`config.mk`:
```
export PLATFORM = sky130hd
export DESIGN_NAME = csf_status_regs
export DESIGN_NICKNAME = d
export VERILOG_FILES = /design/src/rtl/csf_pkg.sv /design/src/rtl/csf_status_regs.sv /design/src/rtl/csf_flag_calc.sv
export SDC_FILE = /design/constraint.sdc
export NUM_CORES = 1
export LEC_CHECK = 0
export CAP_MARGIN = 15
export CORE_MARGIN = 2
export CORE_UTILIZATION = 45
export DETAILED_ROUTE_END_ITERATION = 8
export DONT_BUFFER_PORTS = 1
export GPL_ROUTABILITY_DRIVEN = 0
export PLACE_DENSITY = 0.59
export REMOVE_ABC_BUFFERS = 1
export SYNTH_ARGS = -nofsm -noshare
export SYNTH_HDL_FRONTEND = slang
export SYNTH_HIERARCHICAL = 1
export SYNTH_SLANG_ARGS = --single-unit
```
`constraint.sdc`:
```
create_clock -name aclk -period 4.75 [get_ports aclk]
set_input_delay 0 -clock aclk [delete_from_list [all_inputs] [get_ports aclk]]
set_output_delay 0 -clock aclk [all_outputs]
set_load 0.005 [all_outputs]
```
`src/rtl/csf_pkg.sv`:
```
// csf_pkg: constants, register map and carrier types for the status flag block
// assumes a 32-bit axi4-lite register bus and an 8-bit alu beside the block
package csf_pkg;

    // ==========================================================
    // register map
    localparam logic [3:0] CSF_ADDR_STATUS  = 4'h0;
    localparam logic [3:0] CSF_ADDR_IRQ_ST  = 4'h4;
    localparam logic [3:0] CSF_ADDR_IRQ_EN  = 4'h8;
    localparam logic [3:0] CSF_ADDR_IRQ_CLR = 4'hC;
    localparam int         CSF_ADDR_W       = 4;

    // ==========================================================
    // status bit positions
    localparam int CSF_BIT_C        = 0;
    localparam int CSF_BIT_NIBBLE   = 1;
    localparam int CSF_BIT_Z        = 2;
    localparam int CSF_BIT_OVERFLOW = 3;
    localparam int CSF_BIT_PD       = 4;
    localparam int CSF_BIT_TIMEOUT  = 5;

    // software-writable flags: overflow, zero, nibble carry, carry
    localparam logic [7:0] CSF_SW_MASK    = 8'h0F;
    localparam logic [7:0] CSF_STAT_RESET = 8'h00;

    // interrupt status bits
    localparam int CSF_IRQ_TIMEOUT = 0;
    localparam int CSF_IRQ_PD      = 1;
    localparam int CSF_IRQ_N       = 2;

    localparam logic [1:0] CSF_RESP_OKAY   = 2'h0;
    localparam logic [1:0] CSF_RESP_SLVERR = 2'h2;

    // ==========================================================
    // alu operation kinds
    typedef enum logic [2:0] {
        CSF_OP_NONE,
        CSF_OP_ADD,
        CSF_OP_SUB,
        CSF_OP_LOGIC,
        CSF_OP_RLC,
        CSF_OP_RRC
    } csf_op_t;

    // one alu result, presented for one cycle with valid
    typedef struct packed {
        logic       valid;
        csf_op_t    op;
        logic [7:0] a;
        logic [7:0] b;
        logic [7:0] result;
    } csf_alu_t;

    // system events, one-cycle pulses
    typedef struct packed {
        logic wdt_timeout;
        logic halt;
        logic watchdog_clear_instruction;
    } csf_sys_t;

    // flags that an alu operation produces
    typedef struct packed {
        logic ovf_we;
        logic ovf;
        logic z_we;
        logic z;
        logic nc_we;
        logic nc;
        logic c_we;
        logic c;
    } csf_flags_t;

endpackage

```
`src/rtl/csf_status_regs.sv`:
```
// csf_status_regs: processor status flags with axi4-lite access and interrupt
// assumes alu and system events arrive on aclk; software on axi4-lite
//
// Notes on behaviour
// RL1: watchdog time-out event sets the timeout flag, bit 5.
// RL2: timeout flag clears on reset, watchdog-clear instruction, or halt.
// RL3: halt sets power-down flag bit 4; reset or watchdog-clear clears it.
// RL4: nibble carry set on low-nibble carry in add, or no borrow in subtract.
// RL5: rotate-through-carry instructions also update the carry flag.
// RL6: overflow set when carry into msb differs from carry out.
// RL7: zero flag set when arithmetic or logic result is zero.
// RL8: carry set on add carry or subtract without borrow.
// RL9: software writes never change the timeout or power-down flags.
// RL10: the two top status bits read zero and ignore writes.
`timescale 1ns/100ps
`default_nettype none
module csf_status_regs
    import csf_pkg::*;
(
    // clock and reset
    input  wire logic                  aclk,
    input  wire logic                  aresetn,
    // axi4-lite write address
    input  wire logic                  s_axi_awvalid,
    output logic                       s_axi_awready,
    input  wire logic [CSF_ADDR_W-1:0] s_axi_awaddr,
    input  wire logic [2:0]            s_axi_awprot,
    // axi4-lite write data
    input  wire logic                  s_axi_wvalid,
    output logic                       s_axi_wready,
    input  wire logic [31:0]           s_axi_wdata,
    input  wire logic [3:0]            s_axi_wstrb,
    // axi4-lite write response
    output logic                       s_axi_bvalid,
    input  wire logic                  s_axi_bready,
    output logic [1:0]                 s_axi_bresp,
    // axi4-lite read address
    input  wire logic                  s_axi_arvalid,
    output logic                       s_axi_arready,
    input  wire logic [CSF_ADDR_W-1:0] s_axi_araddr,
    input  wire logic [2:0]            s_axi_arprot,
    // axi4-lite read data
    output logic                       s_axi_rvalid,
    input  wire logic                  s_axi_rready,
    output logic [31:0]                s_axi_rdata,
    output logic [1:0]                 s_axi_rresp,
    // core side
    input  wire csf_alu_t              alu,
    input  wire csf_sys_t              sys,
    output logic [7:0]                 processor_status_flags,
    output logic                       irq
);

    // ==========================================================
    // flag calculation
    csf_flags_t flags;

    csf_flag_calc u_calc (
        .alu   (alu),
        .flags (flags)
    );

    // ==========================================================
    // bus state
    logic              aw_held;
    logic              w_held;
    logic [CSF_ADDR_W-1:0] aw_addr;
    logic [31:0]       w_data;
    logic [3:0]        w_strb;
    logic              next_aw_held;
    logic              next_w_held;
    logic [CSF_ADDR_W-1:0] next_aw_addr;
    logic [31:0]       next_w_data;
    logic [3:0]        next_w_strb;
    logic              next_bvalid;
    logic [1:0]        next_bresp;
    logic              next_rvalid;
    logic [31:0]       next_rdata;
    logic [1:0]        next_rresp;
    logic              wr_fire;
    // interrupt state is read back over the bus, so it is declared here
    logic [CSF_IRQ_N-1:0] irq_status;
    logic [CSF_IRQ_N-1:0] irq_enable;

    // address and data may arrive in either order; each is held until both are in
    always_comb begin
        next_aw_held = aw_held;
        next_w_held  = w_held;
        next_aw_addr = aw_addr;
        next_w_data  = w_data;
        next_w_strb  = w_strb;
        next_bvalid  = s_axi_bvalid;
        next_bresp   = s_axi_bresp;
        next_rvalid  = s_axi_rvalid;
        next_rdata   = s_axi_rdata;
        next_rresp   = s_axi_rresp;
        wr_fire      = 1'b0;
        if (s_axi_awvalid && s_axi_awready) begin
            next_aw_held = 1'b1;
            next_aw_addr = s_axi_awaddr;
        end
        if (s_axi_wvalid && s_axi_wready) begin
            next_w_held = 1'b1;
            next_w_data = s_axi_wdata;
            next_w_strb = s_axi_wstrb;
        end
        if (s_axi_bvalid && s_axi_bready) begin
            next_bvalid = 1'b0;
        end
        if (aw_held && w_held && !s_axi_bvalid) begin
            wr_fire      = 1'b1;
            next_aw_held = 1'b0;
            next_w_held  = 1'b0;
            next_bvalid  = 1'b1;
            next_bresp   = CSF_RESP_OKAY;
            if (aw_addr[1:0] != 2'h0 || aw_addr == CSF_ADDR_IRQ_ST) begin
                next_bresp = CSF_RESP_SLVERR;
            end
        end
        if (s_axi_rvalid && s_axi_rready) begin
            next_rvalid = 1'b0;
        end
        if (s_axi_arvalid && s_axi_arready) begin
            next_rvalid = 1'b1;
            next_rresp  = CSF_RESP_OKAY;
            case (s_axi_araddr)
                CSF_ADDR_STATUS:  next_rdata = {24'h000000, processor_status_flags};
                CSF_ADDR_IRQ_ST:  next_rdata = {30'h00000000, irq_status};
                CSF_ADDR_IRQ_EN:  next_rdata = {30'h00000000, irq_enable};
                CSF_ADDR_IRQ_CLR: next_rdata = 32'h00000000;
                default: begin
                    next_rdata = 32'h00000000;
                    next_rresp = CSF_RESP_SLVERR;
                end
            endcase
        end
    end

    // register the bus state; ready flags are registered, one item at a time
    always_ff @(posedge aclk) begin
        if (!aresetn) begin
            aw_held       <= 1'b0;
            w_held        <= 1'b0;
            aw_addr       <= '0;
            w_data        <= 32'h00000000;
            w_strb        <= 4'h0;
            s_axi_bvalid  <= 1'b0;
            s_axi_bresp   <= CSF_RESP_OKAY;
            s_axi_rvalid  <= 1'b0;
            s_axi_rdata   <= 32'h00000000;
            s_axi_rresp   <= CSF_RESP_OKAY;
            s_axi_awready <= 1'b0;
            s_axi_wready  <= 1'b0;
            s_axi_arready <= 1'b0;
        end else begin
            aw_held       <= next_aw_held;
            w_held        <= next_w_held;
            aw_addr       <= next_aw_addr;
            w_data        <= next_w_data;
            w_strb        <= next_w_strb;
            s_axi_bvalid  <= next_bvalid;
            s_axi_bresp   <= next_bresp;
            s_axi_rvalid  <= next_rvalid;
            s_axi_rdata   <= next_rdata;
            s_axi_rresp   <= next_rresp;
            // drop ready the cycle after it is raised, handshake or not, so holders never overrun
            s_axi_awready <= !next_aw_held && !next_bvalid && !s_axi_awready;
            s_axi_wready  <= !next_w_held && !next_bvalid && !s_axi_wready;
            s_axi_arready <= !next_rvalid && !s_axi_arready;
        end
    end

    // ==========================================================
    // status flags
    logic [7:0]          next_status;
    logic [CSF_IRQ_N-1:0] next_irq_status;
    logic [CSF_IRQ_N-1:0] next_irq_enable;
    logic [CSF_IRQ_N-1:0] irq_event;
    logic                 sw_status_wr;

    assign sw_status_wr = wr_fire && aw_addr == CSF_ADDR_STATUS && w_strb[0];

    // software write first, then alu results override in the same cycle
    always_comb begin
        next_status = processor_status_flags;
        if (sw_status_wr) begin
            next_status = (processor_status_flags & ~CSF_SW_MASK)
                        | (w_data[7:0] & CSF_SW_MASK);               // RL9 RL10
        end
        if (flags.c_we)   next_status[CSF_BIT_C]        = flags.c;
        if (flags.nc_we)  next_status[CSF_BIT_NIBBLE]   = flags.nc;
        if (flags.z_we)   next_status[CSF_BIT_Z]        = flags.z;
        if (flags.ovf_we) next_status[CSF_BIT_OVERFLOW] = flags.ovf;
        // halt clears timeout and sets power-down; a time-out in the same
        // cycle still sets timeout so the event is not lost
        if (sys.watchdog_clear_instruction || sys.halt) begin
            next_status[CSF_BIT_TIMEOUT] = 1'b0;                     // RL2
        end
        if (sys.watchdog_clear_instruction) begin
            next_status[CSF_BIT_PD] = 1'b0;                          // RL3
        end
        if (sys.halt) begin
            next_status[CSF_BIT_PD] = 1'b1;                          // RL3
        end
        if (sys.wdt_timeout) begin
            next_status[CSF_BIT_TIMEOUT] = 1'b1;                     // RL1
        end
        next_status[7:6] = 2'h0;                                     // RL10
    end

    // ==========================================================
    // interrupt: sticky on time-out and halt; set wins over clear
    always_comb begin
        irq_event              = '0;
        irq_event[CSF_IRQ_TIMEOUT] = sys.wdt_timeout;
        irq_event[CSF_IRQ_PD]      = sys.halt;
        next_irq_status = irq_status;
        next_irq_enable = irq_enable;
        if (wr_fire && aw_addr == CSF_ADDR_IRQ_CLR && w_strb[0]) begin
            next_irq_status = irq_status & ~w_data[CSF_IRQ_N-1:0];
        end
        if (wr_fire && aw_addr == CSF_ADDR_IRQ_EN && w_strb[0]) begin
            next_irq_enable = w_data[CSF_IRQ_N-1:0];
        end
        next_irq_status = next_irq_status | irq_event;
    end

    // power-up reset clears every flag
    always_ff @(posedge aclk) begin
        if (!aresetn) begin
            processor_status_flags <= CSF_STAT_RESET;                // RL2 RL3
            irq_status             <= '0;
            irq_enable             <= '0;
            irq                    <= 1'b0;
        end else begin
            processor_status_flags <= next_status;
            irq_status             <= next_irq_status;
            irq_enable             <= next_irq_enable;
            irq                    <= |(next_irq_status & next_irq_enable);
        end
    end

endmodule
`default_nettype wire

```
`src/rtl/csf_flag_calc.sv`:
```
// csf_flag_calc: derives arithmetic flags from one alu operation
// assumes operands and result are valid in the same cycle; purely combinational
`timescale 1ns/100ps
`default_nettype none
module csf_flag_calc
    import csf_pkg::*;
(
    // alu side
    input  wire csf_alu_t   alu,
    // flag results
    output var  csf_flags_t flags
);

    // ==========================================================
    // flag arithmetic
    logic [8:0] sum;
    logic [4:0] nib;
    logic [7:0] low7;
    logic       c_in_msb;

    // subtraction is a + ~b + 1, so carry out means no borrow
    always_comb begin
        flags    = '0;
        sum      = 9'h000;
        nib      = 5'h00;
        low7     = 8'h00;
        c_in_msb = 1'b0;
        if (alu.valid) begin
            case (alu.op)
                CSF_OP_ADD, CSF_OP_SUB: begin
                    if (alu.op == CSF_OP_ADD) begin
                        sum  = {1'b0, alu.a} + {1'b0, alu.b};
                        nib  = {1'b0, alu.a[3:0]} + {1'b0, alu.b[3:0]};
                        low7 = {1'b0, alu.a[6:0]} + {1'b0, alu.b[6:0]};
                    end else begin
                        sum  = {1'b0, alu.a} + {1'b0, ~alu.b} + 9'h001;
                        nib  = {1'b0, alu.a[3:0]} + {1'b0, ~alu.b[3:0]} + 5'h01;
                        low7 = {1'b0, alu.a[6:0]} + {1'b0, ~alu.b[6:0]} + 8'h01;
                    end
                    c_in_msb    = low7[7];
                    flags.c_we   = 1'b1;
                    flags.c      = sum[8];                      // RL8
                    flags.nc_we  = 1'b1;
                    flags.nc     = nib[4];                      // RL4
                    flags.ovf_we = 1'b1;
                    flags.ovf    = c_in_msb ^ sum[8];           // RL6
                    flags.z_we   = 1'b1;
                    flags.z      = (alu.result == 8'h00);       // RL7
                end
                CSF_OP_LOGIC: begin
                    flags.z_we = 1'b1;
                    flags.z    = (alu.result == 8'h00);         // RL7
                end
                CSF_OP_RLC: begin
                    flags.c_we = 1'b1;
                    flags.c    = alu.a[7];                      // RL5
                end
                CSF_OP_RRC: begin
                    flags.c_we = 1'b1;
                    flags.c    = alu.a[0];                      // RL5
                end
                default: begin
                    flags = '0;
                end
            endcase
        end
    end

endmodule
`default_nettype wire

```
==> flow_metrics.env <==
export IMPL_outcome="complete, no violations"
export IMPL_synth_warnings=6
export IMPL_final_net_count=389
export IMPL_cell_internal_pwr_mw=0.456
export IMPL_die_width_um=73.6
export IMPL_synth_edff_count=0
export IMPL_die_height_um=73.6
export IMPL_drt_vias_per_instance=5.16
export IMPL_drive_gt1_share_pct=4.90
export IMPL_grt_antenna_before_repair=0
export IMPL_crit_path_end_kind="flip-flop"
export IMPL_cts_inserted_buffers=5
export IMPL_final_area_sq_um=2470
export IMPL_synth_ff_latch_count=35
export IMPL_power_leakage_nw=1.02
export IMPL_number_of_global_route_vias_before_repair=1598
export IMPL_grt_total_ovfl=0
export IMPL_cts_max_level=2
export IMPL_drt_antenna_violating_nets=0
export IMPL_gr_usage_all_layers_pct=16.7
export IMPL_power_switching_mw=0.162
export IMPL_worst_hold_path_type="in2reg"
export IMPL_synth_async_sr_flop_share_pct=0
export IMPL_synth_cells=257
export IMPL_die_area_sq_um=5420
export IMPL_worstPathMaxFanout=8
export IMPL_clkLatencyLatePin_ns=0.29
export IMPL_setup_total_negative_slack_ns=0
export IMPL_timing_final_max_slew_violations=0
export IMPL_row_count=25
export IMPL_power_density_nw_per_um2=250
export IMPL_tritoncts="yes"
export IMPL_mostFrequentLayoutCell="sky130_fd_sc_hd__dfxtp_1"
export IMPL_timing_fmax_mhz=513
export IMPL_yosysSeqAreaShare_pct=32.1
export IMPL_cp_arrival_ns=2.18
export IMPL_core_area_sq_um=4690
export IMPL_antennaDiodeCount=0
export IMPL_grt_start_max_net_pins=35
export IMPL_max_slew_headroom_pct=32.8
export IMPL_areaGrowthSynthToFinish_pct=13.4
export IMPL_clock_tree_buffer_depth=2
export IMPL_yosysTopAreaCellShare_pct=32.1
export IMPL_route_detailed_wl_per_inst_um=12.9
export IMPL_top_level_ports=138
export IMPL_yosys_top_cells_area="sky130_fd_sc_hd__dfxtp_1, sky130_fd_sc_hd__buf_4, sky130_fd_sc_hd__ha_1"
export IMPL_wirelength_um=4390
export IMPL_start_util_pct=46.5
export IMPL_setup_repair_after_global_routing_missed_its_margin="no"
export IMPL_cts_sink_count=35
export IMPL_dr_total_vias=1756
export IMPL_start_kind="flip-flop"
export IMPL_clock_power_share_pct=31.7
export IMPL_synth_area_per_cell_sq_um=8.48
export IMPL_worstSetupPathType="reg2reg"
export IMPL_detailedRoute_firstPassIterationCount=4
export IMPL_synth_main_ff_cell="sky130_fd_sc_hd__dfxtp_1"
export IMPL_cap_violations=0
export IMPL_timing_final_crit_share_pct=41.0
export IMPL_critical_path_required_ns=4.98
export IMPL_synth_area_sq_um=2180
export IMPL_cts_root_buffer="sky130_fd_sc_hd__clkbuf_8"
export IMPL_placedInstanceArea_sq_um=2110
export IMPL_cts_repair_resized=0
export IMPL_synth_cell_type_count=46
export IMPL_layout_core_utilization_pct=52.7
export IMPL_layout_cells_most_common_list="sky130_fd_sc_hd__dfxtp_1, sky130_fd_sc_hd__conb_1, sky130_fd_sc_hd__dlygate4sd3_1"
export IMPL_period_minus_slack_ns=1.95
export IMPL_route_detailed_drc=0
export IMPL_worst_setup_hold_path_clk_slew_ns=0.06
export IMPL_synth_largest_area_cell="sky130_fd_sc_hd__dfxtp_1"
export IMPL_fin_skew_ns=0.00244
export IMPL_power_share_switching_pct=26.2
export IMPL_ir_worst_vdd_uv=177
export IMPL_hold_viol_final=0
export IMPL_grt_pass1_wl_um=6900
export IMPL_seq_power_share_pct=52.3
export IMPL_timing_worst_slew_pin_value_ns=1.00
export IMPL_power_frac_comb_pct=16.0
export IMPL_hpwl_um=3220
export IMPL_buffer_ports_inserted=0
export IMPL_drt_iter0_drc=61
export IMPL_finalSetupViolations=0
==> path summary, 6_finish.rpt <==
check                           cells after the start                                     end  slack [ns]                     start
worst min-delay path                                3  processor_status_flags[0]$_SDFFE_PN0P_       0.007                   alu[27]
worst max-delay path                                4                 aw_addr[0]$_SDFFE_PN0P_        2.80  s_axi_awready$_SDFF_PN0_
worst max register to register                      4                 aw_addr[0]$_SDFFE_PN0P_        2.80  s_axi_awready$_SDFF_PN0_
worst min register to register                      2                  w_strb[0]$_SDFFE_PN0P_        0.47    w_strb[0]$_SDFFE_PN0P_
==> cells by family after synthesis <==
logic type / synth area share [%]
AO/OA/AOI/OAI: 17.3
XOR/XNOR: 0.804
adder cells (fa/ha/maj): 8.04
buffers and inverters: 14.5
flip-flops: 32.1
multiplexers: 4.13
other: 0.172
AND/OR/NAND/NOR: 23.0
==> synth_stat cells, types with 6 or more instances <==
cell type / count
sky130_fd_sc_hd__a21boi_0: 12
sky130_fd_sc_hd__a21oi_1: 13
sky130_fd_sc_hd__a22oi_1: 6
sky130_fd_sc_hd__buf_4: 31
sky130_fd_sc_hd__dfxtp_1: 35
sky130_fd_sc_hd__ha_1: 14
sky130_fd_sc_hd__inv_1: 18
sky130_fd_sc_hd__mux2i_1: 9
sky130_fd_sc_hd__nand2_1: 21
sky130_fd_sc_hd__nand3_1: 12
sky130_fd_sc_hd__nor2_1: 12
sky130_fd_sc_hd__nor2b_1: 10
sky130_fd_sc_hd__nor3_1: 6
sky130_fd_sc_hd__o21ai_0: 8
==> timing repair <==
item / in CTS / in global routing
hold endpoints to repair: 34 / 0
setup buffers: 0 / 0
hold buffers: 29 / 0
==> flip-flops by register name (all words and copies together) (netlist names), 2 cells and up <==
register,cells
irq_enable,2
aw_addr,4
s_axi_rdata,6
irq_status,2
w_data,4
processor_status_flags,6
==> cell type report <==
type	count	area, sq um
fill	450	2220
multi-input combinational	198	1270
sequential	35	701
timing repair buffer	29	290
clock buffer	6	72.6
inverter	18	67.6
tap	54	67.6
==> power groups by stage <==
stage	sequential (mW)	clock (mW)	combinational (mW)
6_report	0.323	0.196	0.0990
5_1_grt	0.325	0.218	0.114
4_1_cts	0.323	0.201	0.0985
3_5_place_dp	0.329	0	0.0760
3_3_place_gp	0.329	0	0.0755
2_1_floorplan	0.325	0	0.0657
==> metal layers <==
layer	global-route usage (%)	vias to the layer above	share of wire, %	routed length (um)
met5	0	-	0	0
met4	4.85	0	1.3	59
met3	8.23	6	9.7	424
met2	26.0	76	44	1940
met1	20.3	786	45	1970
li1	-	888	-	-
==> worst max-delay path: stages (launching register included) <==
cell,delay [ns]
sky130_fd_sc_hd__dfxtp_1,0.47
sky130_fd_sc_hd__nand3_1,0.11
sky130_fd_sc_hd__dlygate4sd3_1,0.56
sky130_fd_sc_hd__a21boi_0,0.17
sky130_fd_sc_hd__dlygate4sd3_1,0.58
==> metrics by stage <==
step | hold slack, ns | setup WS (ns) | std cells | total power, mW
6_report | 0.00709 | 2.80 | 340 | 0.617
2_1_floorplan | 0.122 | 3.20 | 251 | 0.391
5_1_grt | 0.0193 | 2.66 | 340 | 0.656
3_3_place_gp | 0.128 | 3.09 | 305 | 0.404
3_5_place_dp | 0.128 | 3.05 | 305 | 0.405
4_1_cts | 0.00451 | 2.86 | 340 | 0.622
Power figures use the tool's default switching activity.
